### src/core/lbist_pkg.sv
package lbist_pkg;

// ----------------------------------------
// widths and counts
// ----------------------------------------
localparam int unsigned CLK_HZ = 20_000_000;
localparam int unsigned RUNS_LOW = 1700;
localparam int unsigned RUNS_HIGH = 300;
localparam int unsigned CYC_LOW = 46;
localparam int unsigned CYC_HIGH = 61;
localparam int unsigned TIMEOUT_US = 10;
localparam int unsigned TIMEOUT_CYC = (TIMEOUT_US * (CLK_HZ / 1_000_000) > 0) ?
    TIMEOUT_US * (CLK_HZ / 1_000_000) : 1;
localparam int unsigned RUN_CNT_W = 12;
localparam int unsigned CYC_CNT_W = 16;

// ----------------------------------------
// register map (word index of plain port)
// ----------------------------------------
localparam logic [3:0] ADDR_CTRL = 4'h0;
localparam logic [3:0] ADDR_STATUS = 4'h1;
localparam logic [3:0] ADDR_COUNT = 4'h2;
localparam logic [3:0] ADDR_SEM = 4'h3;
localparam logic [3:0] ADDR_RETADDR = 4'h4;
localparam logic [3:0] ADDR_INJECT = 4'h5;

// ctrl write bits
localparam int unsigned CTRL_INIT = 0;
localparam int unsigned CTRL_COV_HIGH = 1;
localparam int unsigned CTRL_MICRO = 2;

// status bit positions
localparam int unsigned ST_DONE = 0;
localparam int unsigned ST_MICRO_DONE = 1;
localparam int unsigned ST_NMI = 2;
localparam int unsigned ST_FAIL = 3;
localparam int unsigned ST_COMP_FAIL = 4;
localparam int unsigned ST_TO_FAIL = 5;
localparam int unsigned ST_OVERRUN = 6;
localparam int unsigned ST_BUSY = 7;

// semaphore bits: write bit0=claim,bit1=release; core id in bit 4
localparam int unsigned SEM_CLAIM = 0;
localparam int unsigned SEM_RELEASE = 1;
localparam int unsigned SEM_CORE = 4;
localparam int unsigned SEM_HELD = 0;
localparam int unsigned SEM_GRANTED = 1;

localparam logic [15:0] RETURN_ADDR = 16'h0000;

// injected error kinds
localparam logic [1:0] INJ_NONE = 2'h0;
localparam logic [1:0] INJ_COMPARE = 2'h1;
localparam logic [1:0] INJ_TIMEOUT = 2'h2;
localparam logic [1:0] INJ_OVERRUN = 2'h3;

typedef enum logic [1:0] {
    LBIST_IDLE,
    LBIST_SHIFT,
    LBIST_FINISH
} lbist_state_t;

endpackage

### src/core/lbist_sem.sv
module lbist_sem
    import lbist_pkg::*;
(
    input wire logic clock,
    input wire logic arst_n,
    input wire logic claim,
    input wire logic release_req,
    input wire logic core_id,
    output logic held,
    output logic owner,
    output logic granted
);
    logic held_d;
    logic owner_d;
    logic granted_d;

    // ----------------------------------------
    // ownership
    // ----------------------------------------
    always_comb
    begin
        held_d = held;
        owner_d = owner;
        granted_d = granted;
        if (claim)
        begin
            // one grant at a time; a non-owner sees false
            if (!held || owner == core_id)
            begin
                held_d = 1'b1;
                owner_d = core_id;
                granted_d = 1'b1;
            end
            else
            begin
                granted_d = 1'b0;
            end
        end
        else if (release_req && held && owner == core_id)
        begin
            held_d = 1'b0;
            granted_d = 1'b0;
        end
    end

    always_ff @(posedge clock or negedge arst_n)
    begin
        if (!arst_n)
        begin
            held <= 1'b0;
            owner <= 1'b0;
            granted <= 1'b0;
        end
        else
        begin
            held <= held_d;
            owner <= owner_d;
            granted <= granted_d;
        end
    end

    a_sem_refuse: assert property (@(posedge clock) disable iff (!arst_n)
        claim && held && owner != core_id |=> !granted && $stable(owner))
        else $error("semaphore granted to non-owner");
endmodule

### src/core/lbist_slice.sv
module lbist_slice
    import lbist_pkg::*;
(
    input wire logic clock,
    input wire logic arst_n,
    input wire logic start,
    input wire logic abort,
    input wire logic [CYC_CNT_W-1:0] length,
    output logic active,
    output logic last
);
    logic [CYC_CNT_W-1:0] cnt_q;
    logic [CYC_CNT_W-1:0] cnt_d;
    logic active_d;

    // ----------------------------------------
    // slice timer
    // ----------------------------------------
    always_comb
    begin
        cnt_d = cnt_q;
        active_d = active;
        if (abort)
        begin
            active_d = 1'b0;
        end
        else if (start && !active)
        begin
            active_d = 1'b1;
            cnt_d = length - 16'h0001;
        end
        else if (active)
        begin
            if (cnt_q == '0)
                active_d = 1'b0;
            else
                cnt_d = cnt_q - 16'h0001;
        end
    end

    assign last = active && cnt_q == '0;

    always_ff @(posedge clock or negedge arst_n)
    begin
        if (!arst_n)
        begin
            cnt_q <= '0;
            active <= 1'b0;
        end
        else
        begin
            cnt_q <= cnt_d;
            active <= active_d;
        end
    end
endmodule

### src/core/lbist_ctrl.sv
// Strobed register access and the address map were decided locally.
module lbist_ctrl
    import lbist_pkg::*;
#(
    parameter int unsigned RUNS_LOW_P = RUNS_LOW,
    parameter int unsigned RUNS_HIGH_P = RUNS_HIGH,
    parameter int unsigned TIMEOUT_P = TIMEOUT_CYC
)
(
    input wire logic clock,
    input wire logic arst_n,
    input wire logic [3:0] addr,
    input wire logic [15:0] wdata,
    input wire logic wr,
    input wire logic rd,
    input wire logic ext_nmi,
    input wire logic compare_fail_in,
    output logic [15:0] rdata,
    output logic scan_enable,
    output logic coverage_high_stuck_at,
    output logic nmi_out,
    output logic [15:0] resume_addr
);
    if (RUNS_LOW_P < 1 || RUNS_LOW_P >= (1 << RUN_CNT_W) || RUNS_HIGH_P < 1
        || RUNS_HIGH_P >= (1 << RUN_CNT_W) || TIMEOUT_P <= CYC_HIGH || TIMEOUT_P >= (1 << CYC_CNT_W))
    begin
        $error("lbist_ctrl: parameter out of range");
    end

    localparam logic [RUN_CNT_W-1:0] TGT_LOW = RUN_CNT_W'(RUNS_LOW_P);
    localparam logic [RUN_CNT_W-1:0] TGT_HIGH = RUN_CNT_W'(RUNS_HIGH_P);
    localparam logic [CYC_CNT_W-1:0] TO_LIM = CYC_CNT_W'(TIMEOUT_P);

    lbist_state_t state_q;
    lbist_state_t state_d;
    logic [RUN_CNT_W-1:0] runs_q;
    logic [RUN_CNT_W-1:0] runs_d;
    logic [CYC_CNT_W-1:0] wd_q;
    logic [CYC_CNT_W-1:0] wd_d;
    logic cov_high_q;
    logic cov_high_d;
    logic inited_q;
    logic inited_d;
    logic [1:0] inject_q;
    logic [1:0] inject_d;
    logic done_q, done_d;
    logic micro_q, micro_d;
    logic nmi_q, nmi_d;
    logic comp_q, comp_d;
    logic to_q, to_d;
    logic over_q, over_d;
    logic [15:0] rdata_d;
    logic sem_held, sem_owner, sem_granted;
    logic slice_active, slice_last;
    logic slice_start;
    logic init_req, micro_req;

    function automatic logic is_wr(input logic [3:0] a);
        is_wr = wr && addr == a;
    endfunction

    assign init_req = is_wr(ADDR_CTRL) && wdata[CTRL_INIT] && sem_held;
    // micro-runs need the semaphore and an init first
    assign micro_req = is_wr(ADDR_CTRL) && wdata[CTRL_MICRO] && sem_held && inited_q;
    // init wins over a micro-run requested in the same write
    assign slice_start = state_q == LBIST_IDLE && micro_req && !done_q && !init_req;

    // ----------------------------------------
    // semaphore and slice timer
    // ----------------------------------------
    lbist_sem u_sem (
        .clock(clock),
        .arst_n(arst_n),
        .claim(is_wr(ADDR_SEM) && wdata[SEM_CLAIM]),
        .release_req(is_wr(ADDR_SEM) && wdata[SEM_RELEASE]),
        .core_id(wdata[SEM_CORE]),
        .held(sem_held),
        .owner(sem_owner),
        .granted(sem_granted)
    );

    lbist_slice u_slice (
        .clock(clock),
        .arst_n(arst_n),
        .start(slice_start),
        // idle kills a slice left over by a time-out, never the one being started
        .abort(state_q == LBIST_IDLE && !slice_start),
        .length(cov_high_q ? CYC_CNT_W'(CYC_HIGH) : CYC_CNT_W'(CYC_LOW)),
        .active(slice_active),
        .last(slice_last)
    );

    // ----------------------------------------
    // engine sequencing and status
    // ----------------------------------------
    always_comb
    begin
        state_d = state_q;
        runs_d = runs_q;
        wd_d = wd_q;
        cov_high_d = cov_high_q;
        inited_d = inited_q;
        inject_d = inject_q;
        done_d = done_q;
        micro_d = micro_q;
        nmi_d = nmi_q || ext_nmi;
        comp_d = comp_q;
        to_d = to_q;
        over_d = over_q;
        case (state_q)
            LBIST_IDLE:
            begin
                if (init_req)
                begin
                    // reinit clears count and flags, loads target
                    runs_d = '0;
                    cov_high_d = wdata[CTRL_COV_HIGH];
                    inited_d = 1'b1;
                    inject_d = INJ_NONE;
                    {done_d, micro_d, comp_d, to_d, over_d} = 5'h00;
                    // an nmi arriving with the reinit is kept: the set wins
                    nmi_d = ext_nmi;
                end
                else if (is_wr(ADDR_INJECT) && inited_q && runs_q == '0)
                begin
                    inject_d = wdata[1:0];
                end
                else if (slice_start)
                begin
                    micro_d = 1'b0;
                    wd_d = '0;
                    state_d = LBIST_SHIFT;
                end
            end
            LBIST_SHIFT:
            begin
                // test clock is the system clock: one shift per edge
                wd_d = wd_q + 16'h0001;
                if ((wd_q >= TO_LIM - 16'h0001) || inject_q == INJ_TIMEOUT)
                begin
                    to_d = 1'b1;
                    state_d = LBIST_FINISH;
                end
                else if (slice_last)
                begin
                    state_d = LBIST_FINISH;
                end
            end
            LBIST_FINISH:
            begin
                micro_d = 1'b1;
                runs_d = runs_q + 12'h001;
                if (compare_fail_in || inject_q == INJ_COMPARE)
                    comp_d = 1'b1;
                if (runs_q + 12'h001 >= (cov_high_q ? TGT_HIGH : TGT_LOW))
                begin
                    done_d = 1'b1;
                    // coverage must be signed off by the final run
                    if (inject_q == INJ_OVERRUN)
                        over_d = 1'b1;
                end
                state_d = LBIST_IDLE;
            end
            default:
            begin
                state_d = LBIST_IDLE;
            end
        endcase
        if (comp_d || to_d)
        begin
            done_d = 1'b1;
            nmi_d = 1'b1;
        end
    end

    // ----------------------------------------
    // register read
    // ----------------------------------------
    always_comb
    begin
        rdata_d = 16'h0000;
        if (rd)
        begin
            case (addr)
                ADDR_STATUS:
                begin
                    rdata_d[ST_DONE] = done_q;
                    rdata_d[ST_MICRO_DONE] = micro_q;
                    rdata_d[ST_NMI] = nmi_q;
                    rdata_d[ST_FAIL] = comp_q || to_q;
                    rdata_d[ST_COMP_FAIL] = comp_q;
                    rdata_d[ST_TO_FAIL] = to_q;
                    rdata_d[ST_OVERRUN] = over_q;
                    rdata_d[ST_BUSY] = state_q != LBIST_IDLE;
                end
                ADDR_CTRL: rdata_d = {13'h0000, 1'b0, cov_high_q, inited_q};
                ADDR_COUNT: rdata_d = {4'h0, runs_q};
                ADDR_SEM: rdata_d = {11'h000, sem_owner, 2'h0, sem_granted, sem_held};
                ADDR_RETADDR: rdata_d = RETURN_ADDR;
                ADDR_INJECT: rdata_d = {14'h0000, inject_q};
                default: rdata_d = 16'h0000;
            endcase
        end
    end

    always_ff @(posedge clock or negedge arst_n)
    begin
        if (!arst_n)
        begin
            state_q <= LBIST_IDLE;
            runs_q <= '0;
            wd_q <= '0;
            cov_high_q <= 1'b0;
            inited_q <= 1'b0;
            inject_q <= INJ_NONE;
            {done_q, micro_q, nmi_q, comp_q, to_q, over_q} <= 6'h00;
            rdata <= 16'h0000;
            scan_enable <= 1'b0;
            coverage_high_stuck_at <= 1'b0;
            nmi_out <= 1'b0;
            resume_addr <= 16'h0000;
        end
        else
        begin
            state_q <= state_d;
            runs_q <= runs_d;
            wd_q <= wd_d;
            cov_high_q <= cov_high_d;
            inited_q <= inited_d;
            inject_q <= inject_d;
            done_q <= done_d;
            micro_q <= micro_d;
            nmi_q <= nmi_d;
            comp_q <= comp_d;
            to_q <= to_d;
            over_q <= over_d;
            rdata <= rdata_d;
            scan_enable <= state_d == LBIST_SHIFT;
            // pattern set: launch-on-shift low, stuck-at high
            coverage_high_stuck_at <= cov_high_d;
            nmi_out <= nmi_d;
            resume_addr <= RETURN_ADDR;
        end
    end

    // ----------------------------------------
    // checks
    // ----------------------------------------
    a_micro_len: assert property (@(posedge clock) disable iff (!arst_n)
        $rose(scan_enable) && !cov_high_q && inject_q == INJ_NONE |-> scan_enable [*8])
        else $error("micro-run too short");
    a_micro_flag: assert property (@(posedge clock) disable iff (!arst_n)
        state_q == LBIST_FINISH |=> micro_q && runs_q == $past(runs_q) + 12'h001)
        else $error("micro-run completion not flagged");
    a_done_count: assert property (@(posedge clock) disable iff (!arst_n)
        state_q == LBIST_FINISH && !cov_high_q && runs_q == TGT_LOW - 12'h001 |=> done_q)
        else $error("low pass done missing");
    a_done_high: assert property (@(posedge clock) disable iff (!arst_n)
        state_q == LBIST_FINISH && cov_high_q && runs_q == TGT_HIGH - 12'h001 |=> done_q)
        else $error("high pass done missing");
    a_nmi_cause: assert property (@(posedge clock) disable iff (!arst_n)
        (comp_q || to_q) |-> nmi_q && nmi_out)
        else $error("nmi missing for failure");
    a_fail_done: assert property (@(posedge clock) disable iff (!arst_n)
        to_q |-> done_q)
        else $error("done missing on error");
    a_comp_set: assert property (@(posedge clock) disable iff (!arst_n)
        state_q == LBIST_FINISH && compare_fail_in |=> comp_q && state_q == LBIST_IDLE)
        else $error("compare fail not captured");
    a_flag_hold: assert property (@(posedge clock) disable iff (!arst_n)
        done_q && !init_req |=> done_q)
        else $error("done dropped before reinit");
    a_init_clear: assert property (@(posedge clock) disable iff (!arst_n)
        init_req && state_q == LBIST_IDLE |=> runs_q == '0 && !done_q)
        else $error("reinit did not clear");
    a_timeout: assert property (@(posedge clock) disable iff (!arst_n)
        state_q == LBIST_SHIFT && inject_q == INJ_TIMEOUT |=> to_q ##1 done_q)
        else $error("time-out not flagged");
endmodule

### config.mk
export PLATFORM = sky130hd
export DESIGN_NAME = lbist_ctrl
export DESIGN_NICKNAME = d
export VERILOG_FILES = /design/src/core/lbist_pkg.sv /design/src/core/lbist_sem.sv /design/src/core/lbist_slice.sv /design/src/core/lbist_ctrl.sv
export SDC_FILE = /design/constraint.sdc
export NUM_CORES = 1
export LEC_CHECK = 0
export ABC_AREA = 1
export BUFFER_PORTS_ARGS = -buffer_cell sky130_fd_sc_hd__buf_2
export CORE_MARGIN = 3
export CORE_UTILIZATION = 25
export DETAILED_ROUTE_END_ITERATION = 8
export PLACE_DENSITY = 0.5
export SYNTH_ARGS = -nofsm -noshare
export SYNTH_HDL_FRONTEND = slang
export SYNTH_SLANG_ARGS = --single-unit
### constraint.sdc
create_clock -name clock -period 3 [get_ports clock]
set_input_delay 0.15 -clock clock [delete_from_list [all_inputs] [get_ports clock]]
set_output_delay 0.15 -clock clock [all_outputs]
set_load 0.02 [all_outputs]
; ---- Word level (Yosys, flattened, before mapping)
; Cells that the tools add are included.
[word_totals]
latch_bits = 0
mem_count = 0
romBits = 0
out_inout_bits = 35
regBits = 77
inputBits = 26
mem_bits_rw = 0
[op_classes]
muxes = 51
shift = 0
n_reduce_logical = 52
add_sub_neg = 4
eq_ne = 23
n_bitwise = 1
multipliers = 0
div_mod_pow = 0
order_cmp = 2
[ops]
columns = operator, count
row1 = $mux 16, 6
row2 = $pmux 8 s5, 1
row3 = $pmux 16 s2, 1
row4 = $mux 1, 24
row5 = $mux 12, 2
row6 = $pmux 12 s2, 1
row7 = $logic_and 1x1->1, 20
row8 = $add 16x1->16 const B, 1
row9 = $ge 16x8->1 const B, 1
row10 = $logic_not 16->1, 1
row11 = $sub 16x1->16 const B, 1
row12 = $mux 2, 7
row13 = $ne 2x2->1 const B, 7
row14 = $add 12x1->12 const B, 1
row15 = $ge 12x11->1, 1
row16 = $logic_not 12->1, 1
row17 = $reduce_bool 2->1, 6
row18 = $mux 11, 1
row19 = $pmux 1 s2, 5
row20 = $reduce_and 2->1, 5
row21 = $ne 3x3->1 const B, 3
row22 = $reduce_and 3->1, 3
row23 = $eq 4x2->1 const B, 2
row24 = $reduce_and 4->1, 2
row25 = 17 further kinds, 30

; ---- Longest topological paths before layout
; Gate-level depths: netlist of run 1.
[depth]
ltp_word = 13
ltp_mapped = 17

; ---- Modules after synthesis
; Synthesis of run 1 repeated with hierarchy kept, for this count alone.
[unflattened]
hier_cells = 656
area_unflattened_um2 = 4907.2
[modules_own_cells]
columns = module, instances, cells_each, area_each_um2
row1 = lbist_ctrl, 1, 398, 3193.1
row2 = lbist_slice, 1, 236, 1554.0
row3 = lbist_sem, 1, 22, 160.2

; ---- Worst setup path after synthesis of run 1
; Ideal clock, no wire load.
[synth_path]
path_kind = reg-to-reg
start = reg runs_q[1]
end = reg over_q
stages_incl_launch_ff = 17
setup_slack_ns = 0.824
synth_period_minus_slack_ns = 2.176
arrival_time_ns = 2.059
setup_time_ns = 0.117
n_path_buf = 0
path_cell_list = dfrtp_1 ha_1 nand2_1 nor2_1 nand3_1 nor2_1 o21ai_0 o21ai_0 inv_1 ha_1 inv_1 o211ai_1 inv_1 nand3_1 nand3_1 nand2_1 nand2_1
[synth_via]
elab_chain_len = 4
[synth_rtl]
columns = item, line
row1 = start: declaration, lbist_ctrl.sv:36  ; logic [RUN_CNT_W-1:0] runs_q;
row2 = start signal: assignment, lbist_ctrl.sv:226  ; runs_q <= runs_d;
row3 = $add 12x1->12, lbist_ctrl.sv:155  ; if (runs_q + 12'h001 >= (cov_high_q ? TGT_HIGH : TGT_LOW))
row4 = $ge 12x11->1, lbist_ctrl.sv:155
row5 = $ne 2x2->1 (no line), -
row6 = $reduce_and 4->1 (no line), -
row7 = end signal: assignment, lbist_ctrl.sv:236  ; over_q <= over_d;
row8 = end: declaration, lbist_ctrl.sv:51  ; logic over_q, over_d;
; No other way between the ends.
; A chain may end at the register's enable or synchronous reset.

; ---- Worst setup path in the final report of run 1
; Same ends and word-level chain as after synthesis.

==> results of run 1 <==
## Yosys cell counts, types with 2 or more instances
| library cell | number | share of area [%] |
|---|---|---|
| a211oi_1 | 2 | 0.36 |
| a21oi_1 | 18 | 2.1 |
| buf_4 | 23 | 4.1 |
| buf_6 | 2 | 0.53 |
| clkinv_1 | 2 | 0.18 |
| dfrtp_1 | 73 | 43 |
| ha_1 | 9 | 2.7 |
| inv_1 | 72 | 6.4 |
| inv_2 | 3 | 0.27 |
| nand2_1 | 115 | 10 |
| nand3_1 | 27 | 3.2 |
| nand4_1 | 14 | 2.1 |
| nor2_1 | 55 | 4.9 |
| nor2_4 | 5 | 1.3 |
| nor3_1 | 19 | 2.3 |
| nor4_1 | 8 | 1.2 |
| o211ai_1 | 3 | 0.53 |
| o21ai_0 | 29 | 3.4 |
| o21ai_1 | 6 | 0.71 |
| o21bai_1 | 2 | 0.36 |
| o221ai_1 | 2 | 0.42 |
| o22ai_1 | 9 | 1.3 |
| o31ai_1 | 6 | 1.1 |
| xnor2_1 | 4 | 0.83 |
| xor2_1 | 11 | 2.3 |
## report_power, final
part	total (mW)	switching, mW	internal [mW]
combinational	0.164	0.116	0.0479
clock	1.19	0.421	0.770
sequential	1.04	0.0302	1.01
total	2.40	0.568	1.83
## layer usage
layer | up-vias | global-route usage (%) | share of wire (%)
met3 | 14 | 2.110 | 3.9
met4 | 0 | 5.263 | 2.0
li1 | 1800 | - | -
met5 | - | 0 | 0
met2 | 79 | 17.34 | 46
met1 | 1722 | 16.00 | 48
## cells in the final DEF (no fill, tap or decap), drive strengths merged, types with 18 or more instances in the layout
| master | n |
|---|---|
| nand2 | 117 |
| buf | 31 |
| dfrtp | 73 |
| conb | 20 |
| o21ai | 36 |
| a21oi | 18 |
| inv | 75 |
| nor2 | 61 |
| nor3 | 20 |
| nand3 | 29 |
## stage by stage
| step | setup WS, ns | instances | hold WS, ns |
|---|---|---|---|
| 2_1_floorplan | 0.8237 | 556 | -0.1456 |
| 3_3_place_gp | 0.5082 | 776 | 0.3518 |
| 3_5_place_dp | 0.4354 | 776 | 0.3538 |
| 4_1_cts | 0.4013 | 793 | 0.001513 |
| 5_1_grt | 0.02759 | 793 | 0.03797 |
| 6_report | 0.3509 | 793 | -0.05246 |
## worst register-to-register path, delay by kind of cell (launching register included)
kind	cells	cell delay, ns
compound gates	3	0.41
fa+ha+maj	2	0.50
buf+inv	3	0.18
flops	1	0.45
simple gates	8	0.97
## state kept, by name (all words and copies together), names as in the netlist
signal          cells
comp_q              1
cov_high_q          1
done_q              1
inited_q            1
inject_q            2
micro_q             1
nmi_q               1
over_q              1
rdata              12
runs_q             12
scan_enable         1
state_q             2
to_q                1
u_sem.granted       1
u_sem.held          1
u_sem.owner         1
u_slice.active      1
u_slice.cnt_q      16
wd_q               16
## layout make-up
type / count / share of cell area [%]
Inverter: 77 / 5.949
Tap cell: 216 / 5.563
Timing Repair Buffer: 32 / 3.605
Multi-Input combinational cell: 379 / 40.48
Sequential cell: 73 / 37.60
Clock buffer: 11 / 5.202
Clock inverter: 5 / 1.597
## logic make-up (layout without fill, tap and decap cells)
group / Yosys count / count (layout) / share of synthesized area [%]
compound gates: 84 / 84 / 11.75
fa+ha+maj: 9 / 9 / 2.671
flops: 73 / 73 / 43.34
other cells: 1 / 20 / 0.08896
buf+inv: 104 / 125 / 11.69
simple gates: 251 / 251 / 27.34
xor+xnor: 15 / 15 / 3.117
## worst min-delay path by stage
| stage | cells past startpoint | slack [ns] | end | startpoint |
|---|---|---|---|---|
| global placement | 3 | 0.35 | nmi_q | ext_nmi |
| floorplan | 0 | -0.15 | comp_q | arst_n |
| CTS | 1 | 0.002 | u_slice.cnt_q[12] | arst_n |
| detailed placement | 3 | 0.35 | nmi_q | ext_nmi |
| finish | 1 | -0.05 | u_slice.cnt_q[12] | arst_n |
| global route | 3 | 0.04 | rdata[4] | rd |
## repair_timing
item / 4_1_cts / 5_1_grt
endpoints found under the hold margin: 1 / 0
hold buffers: 1 / 0
gates resized for setup: 0 / 0
==> flow_summary_export.csv, run 1 <==
group,metric,value,unit
synthesis,yosysSeqAreaShare,43.34,%
floorplanning,dieArea,18460,um2
clocking,cts.clk_slew.worst_paths,0.06,ns
critical_path,crit_start,"runs_q[1]",
clocking,post-cts-setup-buffers,0,
global_routing,grt_pass1_vias,3408,
layout,finalInstanceArea,4858,um2
synthesis,synth_seq_cells,73,
layout,syn2layout_area_growth,15.26,%
run,drv_cap,0,
power,finalPower,2.400,mW
sta,tightest_slew,0.9306,ns
routing,drc,0,
global_routing,antenna_found_initial,0,
routing,wirelength,10.12,mm
sta,max_freq,0.3775,GHz
routing,post_drt_wl_per_cell,12.76,um
critical_path,rrSetupSlack,0.35,ns
sta,tns,0,ns
synthesis,synth_cells,537,
floorplanning,die_width,135.9,um
floorplanning,boundaryPins,61,
clocking,root_buffer,"clkbuf_16",
synthesis,yosysWarnings,0,
critical_path,crit_cells,16,
critical_path,cp-end-kind,"flop",
synthesis,ys.flop_type,"dfrtp_1",
floorplanning,start_util,26.06,%
critical_path,crit_path_end,"over_q",
routing,avgViaCountPerCell,4.559,
routing,first_pass_iters,5,
global_routing,gr-total-overflow,0,
synthesis,syn_area_per_cell,7.850,um2
floorplanning,die_y,135.9,um
layout,multi_input_area,1967,um2
sta,fin_hold_ws,-0.05246,ns
sta,final-setup-viol-count,0,
clocking,cts_tree,"built",
placed_design,io_buffers,28,
floorplanning,rows,46,
clocking,clock_latency,0.34,ns
layout,fill_cells,1723,
global_routing,grt_usage,11.49,%
clocking,numCtsBuffers,9,
sta,hold_viol_final,73,
power,vdd_drop_max,0.2661,mV
floorplanning,coreArea,16170,um2
critical_path,path_buf_inv,3,
layout,antenna_cells,0,
sta,fin_skew,0.008134,ns
critical_path,cp_slowest_cell,"dfrtp_1",
synthesis,yosysUniqueCellTypes,43,
global_routing,grt_pass1_wl,16.85,mm
sta,slew_violations,0,
critical_path,worst_r2r_endpoint,"over_q",
critical_path,cp-start-kind,"flop",
critical_path,rr_worst_depth,16,
critical_path,required,3.22,ns
routing,vias,3615,
sta,rsz0062_at_grt,"no",
clocking,cts_sinks,73,
min_path,hp-class,"in2async",
layout,regArea,1827,um2
synthesis,ys_async_sr_fraction,100.0,%
routing,drt_iter0_markers,224,
synthesis,netlist_area,4215,um2
critical_path,path_delay_family,"simple AND/OR/NAND/NOR gates",
routing,ant_nets,0,
critical_path,critPathMaxStageDelay,0.45,ns
sta,maxSlewHeadroom,37.96,%
global_routing,grt_max_degree,74,
critical_path,r2r-start,"runs_q[1]",
layout,drive_above_1_share,11.09,%
placed_design,hpwlAfterDp,7.340,mm
critical_path,crit_type,"reg2reg",
power,p_per_area,494.0,nW/um2
critical_path,arrival,2.87,ns
synthesis,synth_edf_count,0,
critical_path,cp_max_fo,5,
layout,final_core_util,30.04,%
power,p_leak,2.282,nW
critical_path,path_cells,"ha_1, nand2_1, nor2_1, nand3_1, nor2_1, o21ai_0, o21ai_0, inv_1, ha_1, inv_1, o211ai_1, inv_1, nand3_1, nand3_1, nand2_1, nand2_1",
status,status,"complete, but fails checks",
layout,final_nets,607,
status,violations,"negative hold slack",
clocking,max-clock-path-buffers,2,
placed_design,dpl_cell_area,4518,um2
sta,fin_crit,2.649,ns
clocking,htreeDepth,3,
placed_design,place_congestion,0.8547,
sta,fin_crit_sh,88.30,%
Note: power is estimated with default switching activity, not from simulation.
==> run 2: changes to the inputs <==
Settings changed: SYNTH_HIERARCHICAL set to 1.
==> run 2 against run 1 <==
Against the previous run: the flow still finishes with violations (negative hold slack); first-iteration DRC count up 17%; die area grew 16%; maximum frequency is 1.7% lower; routed wire length is 19% higher; power is 2.3% higher; critical endpoint is now done_q; largest power group unchanged.
==> flow_summary_export.csv, run 2 <==
group,metric,value,unit
status,status,"complete, but fails checks",
status,violations,"negative hold slack",
synthesis,synthXorXnorAreaFrac,2.499,%
sta,max_freq,0.3711,GHz
sta,fin_hold_ws,-0.05470,ns
synthesis,synth_edf_count,0,
critical_path,crit_cells,17,
synthesis,synth_compound_area_share,8.593,%
layout,final_cell_mix,"nand2_1, inv_1, dfrtp_1",
global_routing,grt_pass1_vias,4082,
layout,top_regs,"u_slice/cnt_q: 16 flops, wd_q: 16 flops",
sta,hold_viol_final,73,
power,p_leak,2.884,nW
placed_design,dp_cells,952,
critical_path,path_cells,"ha_1, nand2_2, nor2_4, inv_1, nor3_1, nand3_1, o21ai_0, ha_1, a21o_1, a31oi_2, inv_1, nor2_1, nand3_2, nand3_2, nand2_1, nand2_1, nand2_1",
critical_path,critPathMaxStageDelay,0.43,ns
power,vdd_drop_max,0.2920,mV
power,power.share.clock,48.2,%
routing,ant_nets,0,
layout,antenna_cells,0,
critical_path,arrival,2.94,ns
power,p_per_area,435.4,nW/um2
synthesis,yosys-mux-area-fraction,0,%
global_routing,gr-total-overflow,0,
sta,tightest_slew,0.9661,ns
synthesis,netlist_top_cells_count,"nand2_1, inv_1, dfrtp_1, nand3_1, nor2_1",
routing,avgViaCountPerCell,4.260,
floorplanning,coreArea,19020,um2
synthesis,yosysUniqueCellTypes,48,
floorplanning,start_util,25.80,%
floorplanning,rows,50,
critical_path,cp_max_fo,6,
critical_path,cp-start-kind,"flop",
critical_path,cp_slowest_cell,"dfrtp_1",
clocking,numCtsBuffers,9,
critical_path,cpMostUsedCell,"nand2_1",
synthesis,ys.flop_type,"dfrtp_1",
sta,fin_crit,2.695,ns
synthesis,synth_top_family_by_area,"simple AND/OR/NAND/NOR gates",
layout,stdcell_count,969,
synthesis,synthSimpleGateAreaFrac,36.72,%
floorplanning,die_width,146.1,um
power,sw_frac_of_total,25.93,%
global_routing,antenna_found_initial,0,
routing,drc,0,
synthesis,synth_seq_cells,73,
power,p_comb_share,8.3,%
critical_path,rrSetupSlack,0.31,ns
clocking,root_buffer,"clkbuf_16",
sta,maxSlewHeadroom,35.60,%
sta,fin_skew,0.007060,ns
routing,vias,4128,
critical_path,crit_type,"reg2reg",
critical_path,rr_worst_depth,17,
run,drv_cap,0,
synthesis,synth.top_cell.area_share,37.23,%
routing,drt_iter0_markers,262,
layout,drive_above_1_share,18.19,%
synthesis,syn_area_per_cell,7.480,um2
synthesis,synth_cells,656,
synthesis,yosysSeqAreaShare,37.23,%
clocking,cts_sinks,73,
placed_design,preCtsSetupSlack,0.3207,ns
clocking,cts_tree,"built",
power,seq_power_share,43.5,%
placed_design,place_congestion,0.8515,
routing,first_pass_iters,5,
layout,syn2layout_area_growth,14.86,%
layout,layout_commonest_cell,"nand2_1",
floorplanning,dieArea,21350,um2
global_routing,grt_usage,11.85,%
synthesis,yosysTopAreaCell,"dfrtp_1",
critical_path,worst_r2r_endpoint,"done_q",
floorplanning,boundaryPins,61,
clocking,cts.clk_slew.worst_paths,0.06,ns
critical_path,path_buf_inv,2,
clocking,post-cts-setup-buffers,0,
synthesis,synth_most_common_cell,"nand2_1",
clocking,htreeDepth,3,
power,power.switching,0.6363,mW
floorplanning,die_y,146.1,um
critical_path,cp-end-kind,"flop",
sta,slew_violations,0,
layout,final_nets,739,
sta,layout_setup_ws,0.3052,ns
synthesis,ys_async_sr_fraction,100.0,%
sta,tns,0,ns
sta,rsz0062_at_grt,"no",
global_routing,grt_pass1_wl,20.62,mm
global_routing,grt_max_degree,74,
synthesis,netlist_area,4907,um2
power,internal-power,1.818,mW
clocking,max-clock-path-buffers,2,
critical_path,r2r-start,"runs_q[0]",
synthesis,ys_top_cells_by_area,"dfrtp_1, nand2_1, inv_1",
critical_path,path_delay_family,"simple AND/OR/NAND/NOR gates",
routing,post_drt_wl_per_cell,12.46,um
placed_design,hpwlAfterDp,9.020,mm
clocking,clock_latency,0.35,ns
critical_path,required,3.25,ns
placed_design,io_buffers,28,
synthesis,yosysWarnings,6,
sta,final-setup-viol-count,0,
synthesis,synth-adder-area-share,2.295,%
min_path,hp-class,"in2async",
sta,fin_crit_sh,89.83,%
routing,wirelength,12.07,mm
-- run 2: worst reg2reg max path: cells and delay by family (launching register included) --
family,cells,cell delay (ns)
compound gates,3,0.50
fa+ha+maj,2,0.53
buf+inv,2,0.13
flops,1,0.43
simple gates,10,0.99
-- run 2: area by class of cell --
cell class | instances | area (um2)
Clock buffer | 10 | 229.0
Clock inverter | 6 | 90.09
Fill cell | 2139 | 13380
Inverter | 99 | 379.1
Multi-Input combinational cell | 487 | 2596
Sequential cell | 73 | 1827
Tap cell | 260 | 325.3
Timing Repair Buffer | 34 | 190.2
-- run 2: power by group through the flow --
| stage | combinational (mW) | clock [mW] | sequential, mW |
|---|---|---|---|
| 3_5_place_dp | 0.206 | 0 | 1.08 |
| 3_3_place_gp | 0.205 | 0 | 1.09 |
| 6_report | 0.204 | 1.18 | 1.07 |
| 5_1_grt | 0.237 | 1.26 | 1.07 |
| 2_1_floorplan | 0.156 | 0 | 1.08 |
| 4_1_cts | 0.207 | 1.23 | 1.07 |
-- run 2: how the worst max path moves through the flow --
stage	startpoint	endpoint
finish	runs_q[0]	done_q
CTS	runs_q[0]	done_q
floorplan	runs_q[0]	done_q
global placement	runs_q[0]	done_q
global route	runs_q[0]	done_q
detailed placement	runs_q[0]	done_q
-- run 2: routing by layer --
layer / share of wire (%) / GRT usage [%] / up-vias
li1: - / - / 2130
met1: 51 / 16.68 / 1911
met2: 44 / 18.03 / 71
met3: 3.3 / 2.297 / 16
met4: 1.8 / 4.468 / 0
met5: 0 / 0 / -
-- run 2: logic make-up after synthesis --
group                    count (synthesis)
AO/OA/AOI/OAI                           74
XOR/XNOR                                14
other                                    2
adder cells (fa/ha/maj)                  9
buffers and inverters                  129
flip-flops                              73
AND/OR/NAND/NOR                        355
-- run 2: what timing repair did --
item,CTS,global route
resized for setup,0,1
endpoints found under the setup margin,0,1
hold endpoints to repair,1,0
hold buffers,1,0
-- run 2: metrics by stage --
step	instance area, um2	utilization (%)	total power, mW
after floorplan	5031	-	1.235
after global placement	5301	27.88	1.291
after detailed placement	5301	27.88	1.291
after CTS	5630	29.61	2.505
after global routing	5637	29.64	2.570
final	5637	29.64	2.454
==> run 3: changes to the inputs <==
Settings changed: CORE_UTILIZATION 25 to 59, PLACE_DENSITY 0.5 to 0.9.
==> run 3 against run 2 <==
Against the previous run: the flow now finishes without violations; worst hold slack better by 0.080 ns; sequential share of layout area rose by 1.7 points; clock skew is 0.0039 ns higher; sequential power about the same; die area decreased by 56%; largest cell class unchanged; setup slack worse by 0.056 ns; non-clock buffer count did not move; power decreased by 9.3%.
==> flow_summary_export.csv, run 3 (synthesis results as in run 2) <==
group,metric,value,unit
status,status,"finished clean",
sta,slew_violations,0,
floorplanning,dieArea,9448,um2
power,seq_power_share,48.0,%
layout,antenna_cells,0,
sta,tightest_slew,0.9352,ns
routing,post_drt_wl_per_cell,14.36,um
layout,final_cell_mix,"nand2_1, inv_1, dfrtp_1",
global_routing,grt_usage,25.52,%
clocking,max-clock-path-buffers,2,
layout,layout_commonest_cell,"nand2_1",
sta,rsz0062_at_grt,"no",
placed_design,dp_cells,793,
placed_design,place_congestion,0.9680,
power,vdd_drop_max,0.4687,mV
power,p_comb_share,9.3,%
clocking,htreeDepth,3,
layout,regArea,1828,um2
min_path,hp-class,"in2reg",
placed_design,dpl_cell_area,5096,um2
placed_design,io_buffers,28,
layout,fill_cells,639,
floorplanning,die_width,97.20,um
layout,finalInstanceArea,5359,um2
placed_design,hpwlAfterDp,8.333,mm
layout,multi_input_area,2590,um2
global_routing,grt_max_degree,74,
critical_path,cp_max_fo,6,
critical_path,required,3.24,ns
clocking,cts_sinks,73,
floorplanning,start_util,62.21,%
layout,syn2layout_area_growth,9.205,%
clocking,post-cts-setup-buffers,0,
critical_path,cp-end-kind,"flop",
clocking,numCtsBuffers,9,
sta,max_freq,0.3636,GHz
floorplanning,boundaryPins,61,
clocking,root_buffer,"clkbuf_8",
routing,avgViaCountPerCell,5.457,
power,internal-power,1.657,mW
global_routing,gr-total-overflow,0,
power,p_leak,2.852,nW
critical_path,arrival,2.99,ns
sta,tns,0,ns
power,power.share.clock,42.6,%
run,drv_cap,0,
global_routing,antenna_found_initial,0,
routing,vias,4420,
global_routing,grt_pass1_vias,4404,
critical_path,crit_type,"reg2reg",
layout,final_core_util,67.94,%
sta,fin_crit,2.750,ns
routing,ant_nets,0,
critical_path,cp-start-kind,"flop",
routing,first_pass_iters,5,
clocking,cts_tree,"built",
sta,final-setup-viol-count,0,
global_routing,grt_pass1_wl,20.04,mm
sta,fin_crit_sh,91.68,%
layout,drive_above_1_share,18.08,%
floorplanning,die_y,97.20,um
routing,drt_iter0_markers,319,
floorplanning,rows,32,
power,power.switching,0.5695,mW
sta,maxSlewHeadroom,37.66,%
routing,wirelength,11.63,mm
sta,hold_viol_final,0,
routing,drc,0,
clocking,clock_latency,0.35,ns
power,sw_frac_of_total,25.58,%
floorplanning,coreArea,7888,um2
sta,fin_skew,0.01096,ns
layout,final_nets,739,
clocking,cts.clk_slew.worst_paths,0.08,ns
layout,stdcell_count,810,
power,p_per_area,415.5,nW/um2
layout,top_regs,"u_slice/cnt_q: 16 flops, wd_q: 16 flops",
run 3: critical path: stages, from the launching register on:
cell and delay (ns):
dfrtp_2 0.42, ha_1 0.19, nand2_2 0.11, nor2_4 0.15, inv_1 0.07, nor3_1 0.19, nand3_1 0.09, o21ai_0 0.12
ha_1 0.31, a21o_1 0.19, a31oi_1 0.23, inv_1 0.07, nor2_1 0.14, nand3_2 0.12, nand3_2 0.08, nand2_1 0.07
nand2_1 0.05, nand2_1 0.04
run 3: path summary, 6_finish.rpt:
| check | startpoint | end | slack [ns] | cells after the start |
|---|---|---|---|---|
| min in group asynchronous | arst_n | u_slice/cnt_q[7] | 0.46 | 2 |
| hold / removal | rd | rdata[4] | 0.03 | 3 |
| setup reg to reg | runs_q[0] | done_q | 0.25 | 17 |
| max in group asynchronous | arst_n | runs_q[0] | 1.87 | 2 |
| hold reg to reg | micro_q | micro_q | 0.50 | 2 |
| setup / recovery | runs_q[0] | done_q | 0.25 | 17 |
run 3: power groups by stage:
stage                     clock network (mW)  registers (mW)  logic, mW
after floorplan                            0            1.08      0.156
after global placement                     0            1.08      0.193
after detailed placement                   0            1.09      0.202
after CTS                              0.964            1.07      0.207
after global routing                    1.01            1.07      0.236
final                                  0.950            1.07      0.208
run 3: final cells by class:
class / count / area share (%)
inverters: 99 / 7.074
multi-input cells: 487 / 48.33
well taps: 102 / 2.382
clock buffers: 10 / 2.568
flip-flops and latches: 73 / 34.11
clock inverters: 5 / 1.938
repair buffers: 34 / 3.596
run 3: through the flow:
stage | power [mW] | hold slack [ns] | worst slack (ns)
2_1_floorplan | 1.235 | -0.1456 | 0.6058
3_3_place_gp | 1.276 | 0.3357 | 0.4177
3_5_place_dp | 1.288 | 0.3486 | 0.2406
4_1_cts | 2.238 | 0.01252 | 0.2294
5_1_grt | 2.316 | 0.01665 | 0.03223
6_report | 2.227 | 0.02563 | 0.2497
run 3: layer usage:
metal | track usage, % | part of all wire, %
met1 | 32.45 | 42
met2 | 42.62 | 49
met3 | 6.461 | 7.7
met4 | 8.207 | 1.9
met5 | 0 | 0
run 3: repair_timing:
action,CTS,global route
hold buffers,2,0
endpoints found under the setup margin,0,1
hold endpoints to repair,74,0
gates resized for setup,0,1
